## src/include/cirq_pkg.sv

```systemverilog
// Package for the CAN interrupt and timer mode control slice
package cirq_pkg;

  // Register byte offsets (the mode register is the only offset that software both reads and writes)
  localparam logic [7:0] OFS_MODE = 8'h00;
  localparam logic [7:0] OFS_IRQ_SET = 8'h04;
  localparam logic [7:0] OFS_IRQ_CLR = 8'h08;
  localparam logic [7:0] OFS_IRQ_STATE = 8'h0c;
  localparam logic [7:0] OFS_STATUS = 8'h10;
  localparam logic [7:0] OFS_TIMER = 8'h18;

  // Mode register fields
  localparam int MODE_TTM = 5;
  localparam int MODE_FREEZE = 6;
  localparam int MODE_REPEAT_DIS = 7;
  localparam int MODE_SYNC_LO = 24;
  localparam int MODE_SYNC_HI = 25;
  localparam logic [31:0] MODE_READ_MASK = 32'h0000_00ff;

  // Status and interrupt bit positions
  localparam int NUM_MBOX = 8;
  localparam int BIT_ERR_ACTIVE = 16;
  localparam int BIT_WARN = 17;
  localparam int BIT_ERR_PASSIVE = 18;
  localparam int BIT_BUS_OFF = 19;
  localparam int BIT_SLEEP = 20;
  localparam int BIT_WAKEUP = 21;
  localparam int BIT_TIMER_OVERFLOW_FLAG = 22;
  localparam int BIT_TIMESTAMP_FLAG = 23;
  localparam int BIT_CRC = 24;
  localparam int BIT_BIT_ERR = 28;
  localparam int BIT_RX_BUSY = 29;
  localparam int BIT_TX_BUSY = 30;
  localparam int BIT_OVL_BUSY = 31;

  // Sources that carry an interrupt mask; read-clear flags
  localparam logic [31:0] IRQ_VALID = 32'h1fff_00ff;
  localparam logic [31:0] READ_CLEAR = 32'h1fc0_0000;

  localparam logic [15:0] TIMER_MAX = 16'hffff;
  localparam logic [15:0] TIMER_ONE = 16'h0001;
  localparam logic [1:0] SYNC_TWO_RISE = 2'h0;
  localparam logic [1:0] SYNC_RISE_FALL = 2'h1;
  localparam logic [1:0] SYNC_ONE_RISE = 2'h2;

  typedef enum logic [1:0] {
    ST_IDLE = 2'b01,
    ST_ACK = 2'b10
  } cirq_bus_e;

  // Events from the protocol engine
  typedef struct packed {
    logic [7:0] mbox_event;
    logic err_active;
    logic warn;
    logic err_passive;
    logic bus_off;
    logic sleep;
    logic wakeup;
    logic timestamp;
    logic [4:0] bus_err;
    logic rx_busy;
    logic tx_busy;
    logic ovl_busy;
    logic timer_tick;
    logic timer_reset;
    logic last_mbox_rx;
    logic arb_lost;
    logic [2:0] arb_lost_mbox;
  } cirq_engine_s;

  typedef struct packed {
    cirq_bus_e bus;
    logic ack;
    logic [31:0] rdata;
    logic [31:0] mode;
    logic [31:0] mask;
    logic [31:0] status;
    logic [15:0] timer;
    logic irq;
    logic [7:0] pending;
    logic [7:0] mbox_abort_flag;
    logic [7:0] mbox_ready_flag;
    logic rx_s1;
    logic rx_s2;
    logic rx_out;
  } cirq_state_s;

endpackage : cirq_pkg

```

## src/rtl/cirq_ctrl.sv

```systemverilog
// CAN interrupt, status and timer mode control slice with Wishbone register access
// Summary of operation
// - Timer freeze clear: 16-bit timer wraps from ffff to zero and keeps counting.
// - Timer freeze set: timer stops at ffff until a timer reset.
// - Repeat disable clear: lost arbitration keeps the mailbox request pending.
// - Repeat disable set: lost arbitration aborts request, sets abort and ready flags.
// - Sync depth 0 two rising, 1 rising plus falling, 2 one rising, else none.
// - Sync depth field is writable but reads back as zero.
// - Enable register write sets mask bits written as one.
// - Disable register write clears mask bits written as one.
// - Mask register reads one for each enabled source.
// - Bits 0 to 7 are mailbox n events; bits 8 to 15 unused.
// - Bus errors: crc 24, stuffing 25, ack 26, form 27, bit 28.
// - Error states: active 16, warning 17, passive 18, bus off 19.
// - Sleep 20, wakeup 21, timer overflow 22, timestamp 23.
// - Status alone shows rx busy 29, tx busy 30, overload busy 31.
// - Reading status clears timer overflow, timestamp and bus error flags.
// - Time-triggered mode: last mailbox reception resets timer, releasing a freeze.
//
// Our own choices: the register offsets and register access over Wishbone.
`timescale 1ns/100ps
module cirq_ctrl (
  input wire logic sys_clk,
  input wire logic reset,
  input wire logic wb_cyc_i,
  input wire logic wb_stb_i,
  input wire logic wb_we_i,
  input wire logic [7:0] wb_adr_i,
  input wire logic [3:0] wb_sel_i,
  input wire logic [31:0] wb_dat_i,
  output logic [31:0] wb_dat_o,
  output logic wb_ack_o,
  input wire cirq_pkg::cirq_engine_s engine,
  input wire logic [7:0] tx_request,
  input wire logic can_rx,
  output logic [7:0] tx_pending,
  output logic [7:0] mbox_abort_flag,
  output logic [7:0] mbox_ready_flag,
  output logic [15:0] timer_value,
  output logic rx_sync,
  output logic irq
);

  cirq_pkg::cirq_state_s r;
  cirq_pkg::cirq_state_s next_r;
  logic rx_neg;

  // Byte-lane merge of a write
  function automatic logic [31:0] lane_mask(input logic [3:0] sel);
    logic [31:0] m;
    m = {{8{sel[3]}}, {8{sel[2]}}, {8{sel[1]}}, {8{sel[0]}}};
    return m;
  endfunction : lane_mask

  // Falling-edge stage for the rising-plus-falling sync path
  always_ff @(negedge sys_clk) begin
    if (reset) begin
      rx_neg <= 1'b0;
    end else begin
      rx_neg <= r.rx_s1;
    end
  end

  always_comb begin
    logic [31:0] wmask;
    logic [31:0] events;
    logic [1:0] depth;
    logic req;
    logic rd_status;
    wmask = 32'h0000_0000;
    events = 32'h0000_0000;
    depth = 2'h0;
    req = 1'b0;
    rd_status = 1'b0;
    next_r = r;
    req = wb_cyc_i && wb_stb_i;
    wmask = wb_dat_i & lane_mask(wb_sel_i);
    depth = r.mode[cirq_pkg::MODE_SYNC_HI:cirq_pkg::MODE_SYNC_LO];

    // Bus slave: one wait state, ack dropped after one cycle
    next_r.ack = 1'b0;
    case (r.bus)
      cirq_pkg::ST_IDLE: begin
        if (req) begin
          next_r.ack = 1'b1;
          next_r.bus = cirq_pkg::ST_ACK;
          next_r.rdata = 32'h0000_0000;
          if (wb_we_i) begin
            case (wb_adr_i)
              cirq_pkg::OFS_MODE: begin
                next_r.mode = (r.mode & ~lane_mask(wb_sel_i)) | wmask;
              end
              cirq_pkg::OFS_IRQ_SET: begin
                next_r.mask = r.mask | (wmask & cirq_pkg::IRQ_VALID);
              end
              cirq_pkg::OFS_IRQ_CLR: begin
                next_r.mask = r.mask & ~wmask;
              end
              default: begin
              end
            endcase
          end else begin
            case (wb_adr_i)
              cirq_pkg::OFS_MODE: next_r.rdata = r.mode & cirq_pkg::MODE_READ_MASK;
              cirq_pkg::OFS_IRQ_STATE: next_r.rdata = r.mask;
              cirq_pkg::OFS_STATUS: begin
                next_r.rdata = r.status;
                rd_status = 1'b1;
              end
              cirq_pkg::OFS_TIMER: next_r.rdata = {16'h0000, r.timer};
              default: next_r.rdata = 32'h0000_0000;
            endcase
          end
        end
      end
      cirq_pkg::ST_ACK: begin
        next_r.bus = cirq_pkg::ST_IDLE;
      end
      default: begin
        next_r.bus = cirq_pkg::ST_IDLE;
      end
    endcase

    // Timer
    if (engine.timer_reset || (r.mode[cirq_pkg::MODE_TTM] && engine.last_mbox_rx)) begin
      next_r.timer = 16'h0000;
    end else if (engine.timer_tick) begin
      if (r.timer == cirq_pkg::TIMER_MAX) begin
        if (r.mode[cirq_pkg::MODE_FREEZE]) begin
          next_r.timer = r.timer;
        end else begin
          next_r.timer = 16'h0000;
        end
        events[cirq_pkg::BIT_TIMER_OVERFLOW_FLAG] = 1'b1;
      end else begin
        next_r.timer = r.timer + cirq_pkg::TIMER_ONE;
      end
    end

    // Mailbox transfer requests and arbitration loss; an abort in the same cycle wins
    next_r.pending = r.pending | tx_request;
    next_r.mbox_abort_flag = r.mbox_abort_flag & ~tx_request;
    next_r.mbox_ready_flag = r.mbox_ready_flag & ~tx_request;
    if (engine.arb_lost) begin
      if (r.mode[cirq_pkg::MODE_REPEAT_DIS]) begin
        next_r.pending[engine.arb_lost_mbox] = 1'b0;
        next_r.mbox_abort_flag[engine.arb_lost_mbox] = 1'b1;
        next_r.mbox_ready_flag[engine.arb_lost_mbox] = 1'b1;
        events[engine.arb_lost_mbox] = 1'b1;
      end else begin
        next_r.pending[engine.arb_lost_mbox] = r.pending[engine.arb_lost_mbox];
      end
    end
    // Status: mailbox events, level flags, sticky read-clear flags
    events[cirq_pkg::NUM_MBOX-1:0] = events[cirq_pkg::NUM_MBOX-1:0] | engine.mbox_event;
    events[cirq_pkg::BIT_TIMESTAMP_FLAG] = engine.timestamp;
    events[cirq_pkg::BIT_BIT_ERR:cirq_pkg::BIT_CRC] = engine.bus_err;
    next_r.status[cirq_pkg::NUM_MBOX-1:0] = (r.mbox_abort_flag | r.mbox_ready_flag)
      | events[cirq_pkg::NUM_MBOX-1:0];
    next_r.status[15:8] = 8'h00;
    next_r.status[cirq_pkg::BIT_ERR_ACTIVE] = engine.err_active;
    next_r.status[cirq_pkg::BIT_WARN] = engine.warn;
    next_r.status[cirq_pkg::BIT_ERR_PASSIVE] = engine.err_passive;
    next_r.status[cirq_pkg::BIT_BUS_OFF] = engine.bus_off;
    next_r.status[cirq_pkg::BIT_SLEEP] = engine.sleep;
    next_r.status[cirq_pkg::BIT_WAKEUP] = engine.wakeup;
    if (rd_status) begin
      next_r.status = next_r.status & ~cirq_pkg::READ_CLEAR;
    end
    // Set wins over the read clear
    next_r.status = next_r.status | (events & cirq_pkg::READ_CLEAR) | (r.status & cirq_pkg::READ_CLEAR
      & ~(rd_status ? cirq_pkg::READ_CLEAR : 32'h0000_0000));
    next_r.status[cirq_pkg::BIT_RX_BUSY] = engine.rx_busy;
    next_r.status[cirq_pkg::BIT_TX_BUSY] = engine.tx_busy;
    next_r.status[cirq_pkg::BIT_OVL_BUSY] = engine.ovl_busy;

    next_r.irq = |(r.status & r.mask & cirq_pkg::IRQ_VALID);

    // Receive input synchroniser
    next_r.rx_s1 = can_rx;
    next_r.rx_s2 = r.rx_s1;
    case (depth)
      cirq_pkg::SYNC_TWO_RISE: next_r.rx_out = r.rx_s2;
      cirq_pkg::SYNC_RISE_FALL: next_r.rx_out = rx_neg;
      cirq_pkg::SYNC_ONE_RISE: next_r.rx_out = r.rx_s1;
      default: next_r.rx_out = can_rx;
    endcase
  end

  always_ff @(posedge sys_clk) begin
    if (reset) begin
      r <= '0;
      r.bus <= cirq_pkg::ST_IDLE;
    end else begin
      r <= next_r;
    end
  end

  assign wb_dat_o = r.rdata;
  assign wb_ack_o = r.ack;
  assign tx_pending = r.pending;
  assign mbox_abort_flag = r.mbox_abort_flag;
  assign mbox_ready_flag = r.mbox_ready_flag;
  assign timer_value = r.timer;
  assign rx_sync = r.rx_out;
  assign irq = r.irq;

endmodule : cirq_ctrl

```

## config.mk

```make
export PLATFORM = sky130hd
export DESIGN_NAME = cirq_ctrl
export DESIGN_NICKNAME = d
export VERILOG_FILES = /design/src/include/cirq_pkg.sv /design/src/rtl/cirq_ctrl.sv
export SDC_FILE = /design/constraint.sdc
export NUM_CORES = 1
export LEC_CHECK = 0
export BUFFER_PORTS_ARGS = -buffer_cell sky130_fd_sc_hd__buf_2
export CAP_MARGIN = 20
export CORE_UTILIZATION = 54
export CTS_BUF_LIST = sky130_fd_sc_hd__clkbuf_16
export CTS_CLUSTER_SIZE = 25
export DETAILED_ROUTE_END_ITERATION = 10
export PLACE_DENSITY = 0.87
export SYNTH_ARGS = -nofsm -noshare
export SYNTH_HDL_FRONTEND = slang
export SYNTH_SLANG_ARGS = --single-unit
```

## constraint.sdc

```tcl
create_clock -name sys_clk -period 2.3 [get_ports sys_clk]
set_clock_uncertainty 0.05 [all_clocks]
set_input_delay 0.115 -clock sys_clk [delete_from_list [all_inputs] [get_ports sys_clk]]
set_output_delay 0.115 -clock sys_clk [all_outputs]
set_load 0.005 [all_outputs]
```

# Word-level counts from Yosys, hierarchy flattened
# Cells that the tools add are included.
# totals
reg_bits	176
latch_bits	0
mem_bits_rw	0
romBits	0
inputBits	88
output_inout_bits	75
n_memories	0
# op_classes
n_addsub	1
n_mul	0
div	0
n_lt_le_gt_ge	3
eq_ne	10
shifts	0
muxes	30
n_bitwise	25
reduce_logical	15
# op_table
operator	count
$pmux W32 S4	1
$mux W97	1
$and A32 B32 Y32	3
$mux W32	2
$mux W64	1
$not A32 Y32	2
$pmux W32 S2	1
$and A29 B29 Y29	2
$mux W29	2
$or A29 B29 Y29	2
$mux W16	3
$or A8 B8 Y8	6
$mux W23	2
$or A32 B29 Y32	1
$or A32 B32 Y32	1
$not A29 Y29	1
$and A8 B8 Y8	3
$mux W24	1
$or A23 B8 Y23	1
$reduce_or A21 Y1	1
$add A16 B1 Y16 const B	1
$eq A16 B16 Y1 const B	1
$eq A8 B4 Y1 const B	2
$eq A8 B5 Y1 const B	2
23 further kinds	41

# Longest topological paths before layout
# depth
ltp_word	12
depth_mapped	8
mapped_depth_nobuf	5

==> out/qor.yml <==
global_route:
  grt_pass1_wl_um: 30900
  grt_usage_pct: 30.7
  grt_max_degree: 60
  antenna_found_initial: 2
  grt-ovfl-total: 0
  grt_pass1_vias: 6159
worst_setup_path:
  cp.required_ps: 2550
  cp-end-kind: "flip-flop"
  r2r_end: "r[70]"
  regToRegSetupSlack_ps: 20
  cp.arrival_ps: 2530
  r2r-start: "r[174]"
  crit_type: "flip-flop to flip-flop"
  reg2reg_depth: 5
  crit_path_start_kind: "flip-flop"
  crit_path_max_fanout: 7
clocking:
  cts_buffer_depth: 2
  clk_pin_slew_ps: 60
  ctsResizeCount: 0
  htreeDepth: 4
  cts.sinks: 146
  cts-root-buf: "clkbuf_16"
  cts_tree: "built"
  worstSkewPairLatency_ps: 440
  cts_buffers: 17
timing:
  fin_hold_ws_ps: 25.8
  hold_viol_final: 0
  period_needed_ps: 2280
  final.setup.tns_ps: 0
  worst-slew-pin-transition_ps: 745
  slew_violations: 0
  max_freq_mhz: 439
  slew_headroom_pct: 50.2
  finalSetupViolCount: 0
  rsz0062_at_grt: "false"
  fin_crit_sh_pct: 99.1
drt:
  remaining_drc_errors: 0
  wl_um: 19700
  via_count: 6452
  dr.pass1.iters: 6
  ant_nets: 0
  via_per_inst: 5.91
  wl_per_cell_um: 18.1
  drt-initial-drc-count: 603
worst_hold_path:
  whs_endpoint: "r[71]"
  hold_class: "primary input to flip-flop"
  min_from: "reset"
  whs_path_depth: 2
pwr:
  peakVddDrop_uv: 523
  p_leak_nw: 3.40
  p_per_area_nw_per_um2: 698
  fin_total_pwr_w: 0.00591
floorplan:
  design.core.area_sq_um: 12100
  die_h_um: 114
  row_count: 40
  die_w_um: 114
  ioPinCount: 163
  die_area_sq_um: 13000
  initial_core_util_pct: 55.9
cells_and_area:
  layout.filler_cells: 902
  instances_no_fill: 1091
  final_nets: 996
  drive_above_1_share_pct: 25.1
  syn_to_final_growth_pct: 25.2
yosys:
  ys_seq_area_share_pct: 43.2
  synth.area.top_cells: "dfxtp_1 43%, buf_4 8.0%, a21oi_1 5.2%"
  yosys.area.top_type: "dfxtp_1"
  synth.avg_cell_area_sq_um: 8.91
  synth_flop_cell: "dfxtp_1"
  synthCells: 760
  syn_nets: 849
  async_flop_share_pct: 0
  synth_top_area_share_pct: 43.2
  synth_area_sq_um: 6770
  synthDistinctLibCells: 57
  synth_seq_cells: 146
  yosys_warnings: 0
  synth_edf_count: 0
status:
  outcome: "finished clean"
placed_design:
  place_inst: 988
  gp_congestion: 0.883
  port_buffers: 162
  dpl.hpwl_um: 12600
flow_run:
  cap_viol_max_count: 0
-- placed cells by master (no fill, tap or decap), types with 4 or more instances in the layout --
cell,count
buf_2,161
dfxtp_1,146
a21oi_1,70
dlygate4sd3_1,68
nand2_1,58
o21ai_0,42
nand2b_1,37
nor2b_1,33
nand4_1,27
nand3_1,21
buf_4,20
a22oi_1,19
a2bb2oi_1,17
clkbuf_16,17
nor3_1,15
nor2_1,14
a211oi_1,13
mux2_1,10
inv_1,10
a22o_1,10
a31oi_1,9
a31o_2,8
mux2i_1,8
nor4_1,7
and2_1,7
or3_1,7
clkinv_2,5
or4_1,4
o31ai_1,4
a311oi_1,4
bufinv_16,4
-- layout make-up --
class,instances,area (sq um),share of cell area [%]
timing repair buffer,249,1640,19.3
clock inverter,16,179,2.11
antenna,3,7.51,0.0886
clock buffer,17,425,5.02
inverter,6,22.5,0.266
multi-input combinational,486,3070,36.2
tap,168,210,2.48
sequential,146,2920,34.5
-- cell usage after synthesis (4+ instances only) --
cell and number:
a21oi_1 70, a22oi_1 19, nor3_1 15, nand4_1 27, a31o_2 8, buf_4 72, mux2_1 10, nand2b_1 37
or4_1 4, and2_1 7, mux2i_1 8, o31ai_1 4, nor2_1 14, a311oi_1 4, or3_1 7, clkbuf_1 36
nand3_1 21, buf_2 9, dfxtp_1 146, a31oi_1 9, o21ai_0 42, nor2b_1 33, a2bb2oi_1 17, nand2_1 58
nor4_1 7, inv_1 7, a211oi_1 13, a22o_1 10
-- cell families (layout without fill, tap and decap cells) --
logic type,Yosys count,after routing,share of synthesized area (%)
multiplexers,24,24,4.34
XOR/XNOR,2,2,0.259
other,0,3,0
flip-flops,146,146,43.2
AO/OA/AOI/OAI,212,212,20.3
buffers and inverters,128,288,11.5
adder cells (fa/ha/maj),1,1,0.185
AND/OR/NAND/NOR,247,247,20.3
-- routing by layer --
metal | track usage, % | up-vias | wire, um
li1 | - | 2973 | -
met1 | 38.0 | 3012 | 7800
met2 | 48.8 | 397 | 9340
met3 | 9.03 | 70 | 1830
met4 | 15.0 | 0 | 722
met5 | 0 | - | 0
-- critical path: stages, from the launching register on --
cell and delay [ps]:
dfxtp_1 310, and4b_1 320, nand4_1 430, a21oi_1 370, nor2_1 100, dlygate4sd3_1 580
-- timing repair --
action,in CTS,in global routing
setup buffers,0,0
endpoints found under the hold margin,81,0
hold buffers,68,0
-- how the worst max path moves through the flow --
stage,to,start,depth (start not counted),slack (ps)
CTS,rx_sync,rx_neg,2,110
global route,timer_value[9],timer_value[0],6,50
global placement,rx_sync,rx_neg,2,120
finish,r[70],r[174],5,20
floorplan,rx_neg,reset,4,50
detailed placement,rx_sync,rx_neg,2,120
-- power breakdown --
group	switching (W)	internal (W)
Sequential	0.0000336	0.00257
Clock	0.00105	0.00179
Combinational	0.000233	0.000230
Total	0.00132	0.00459
-- metrics by stage --
step                      area, sq um  util (%)  worst slack (ps)
after floorplan                  6770         -              53.3
after global placement           7180      59.3               124
after detailed placement         7180      59.3               123
after CTS                        8460      69.9               108
after global routing             8470      69.9              49.8
final                            8470      69.9              20.4
(Power assumes the default switching activity.)
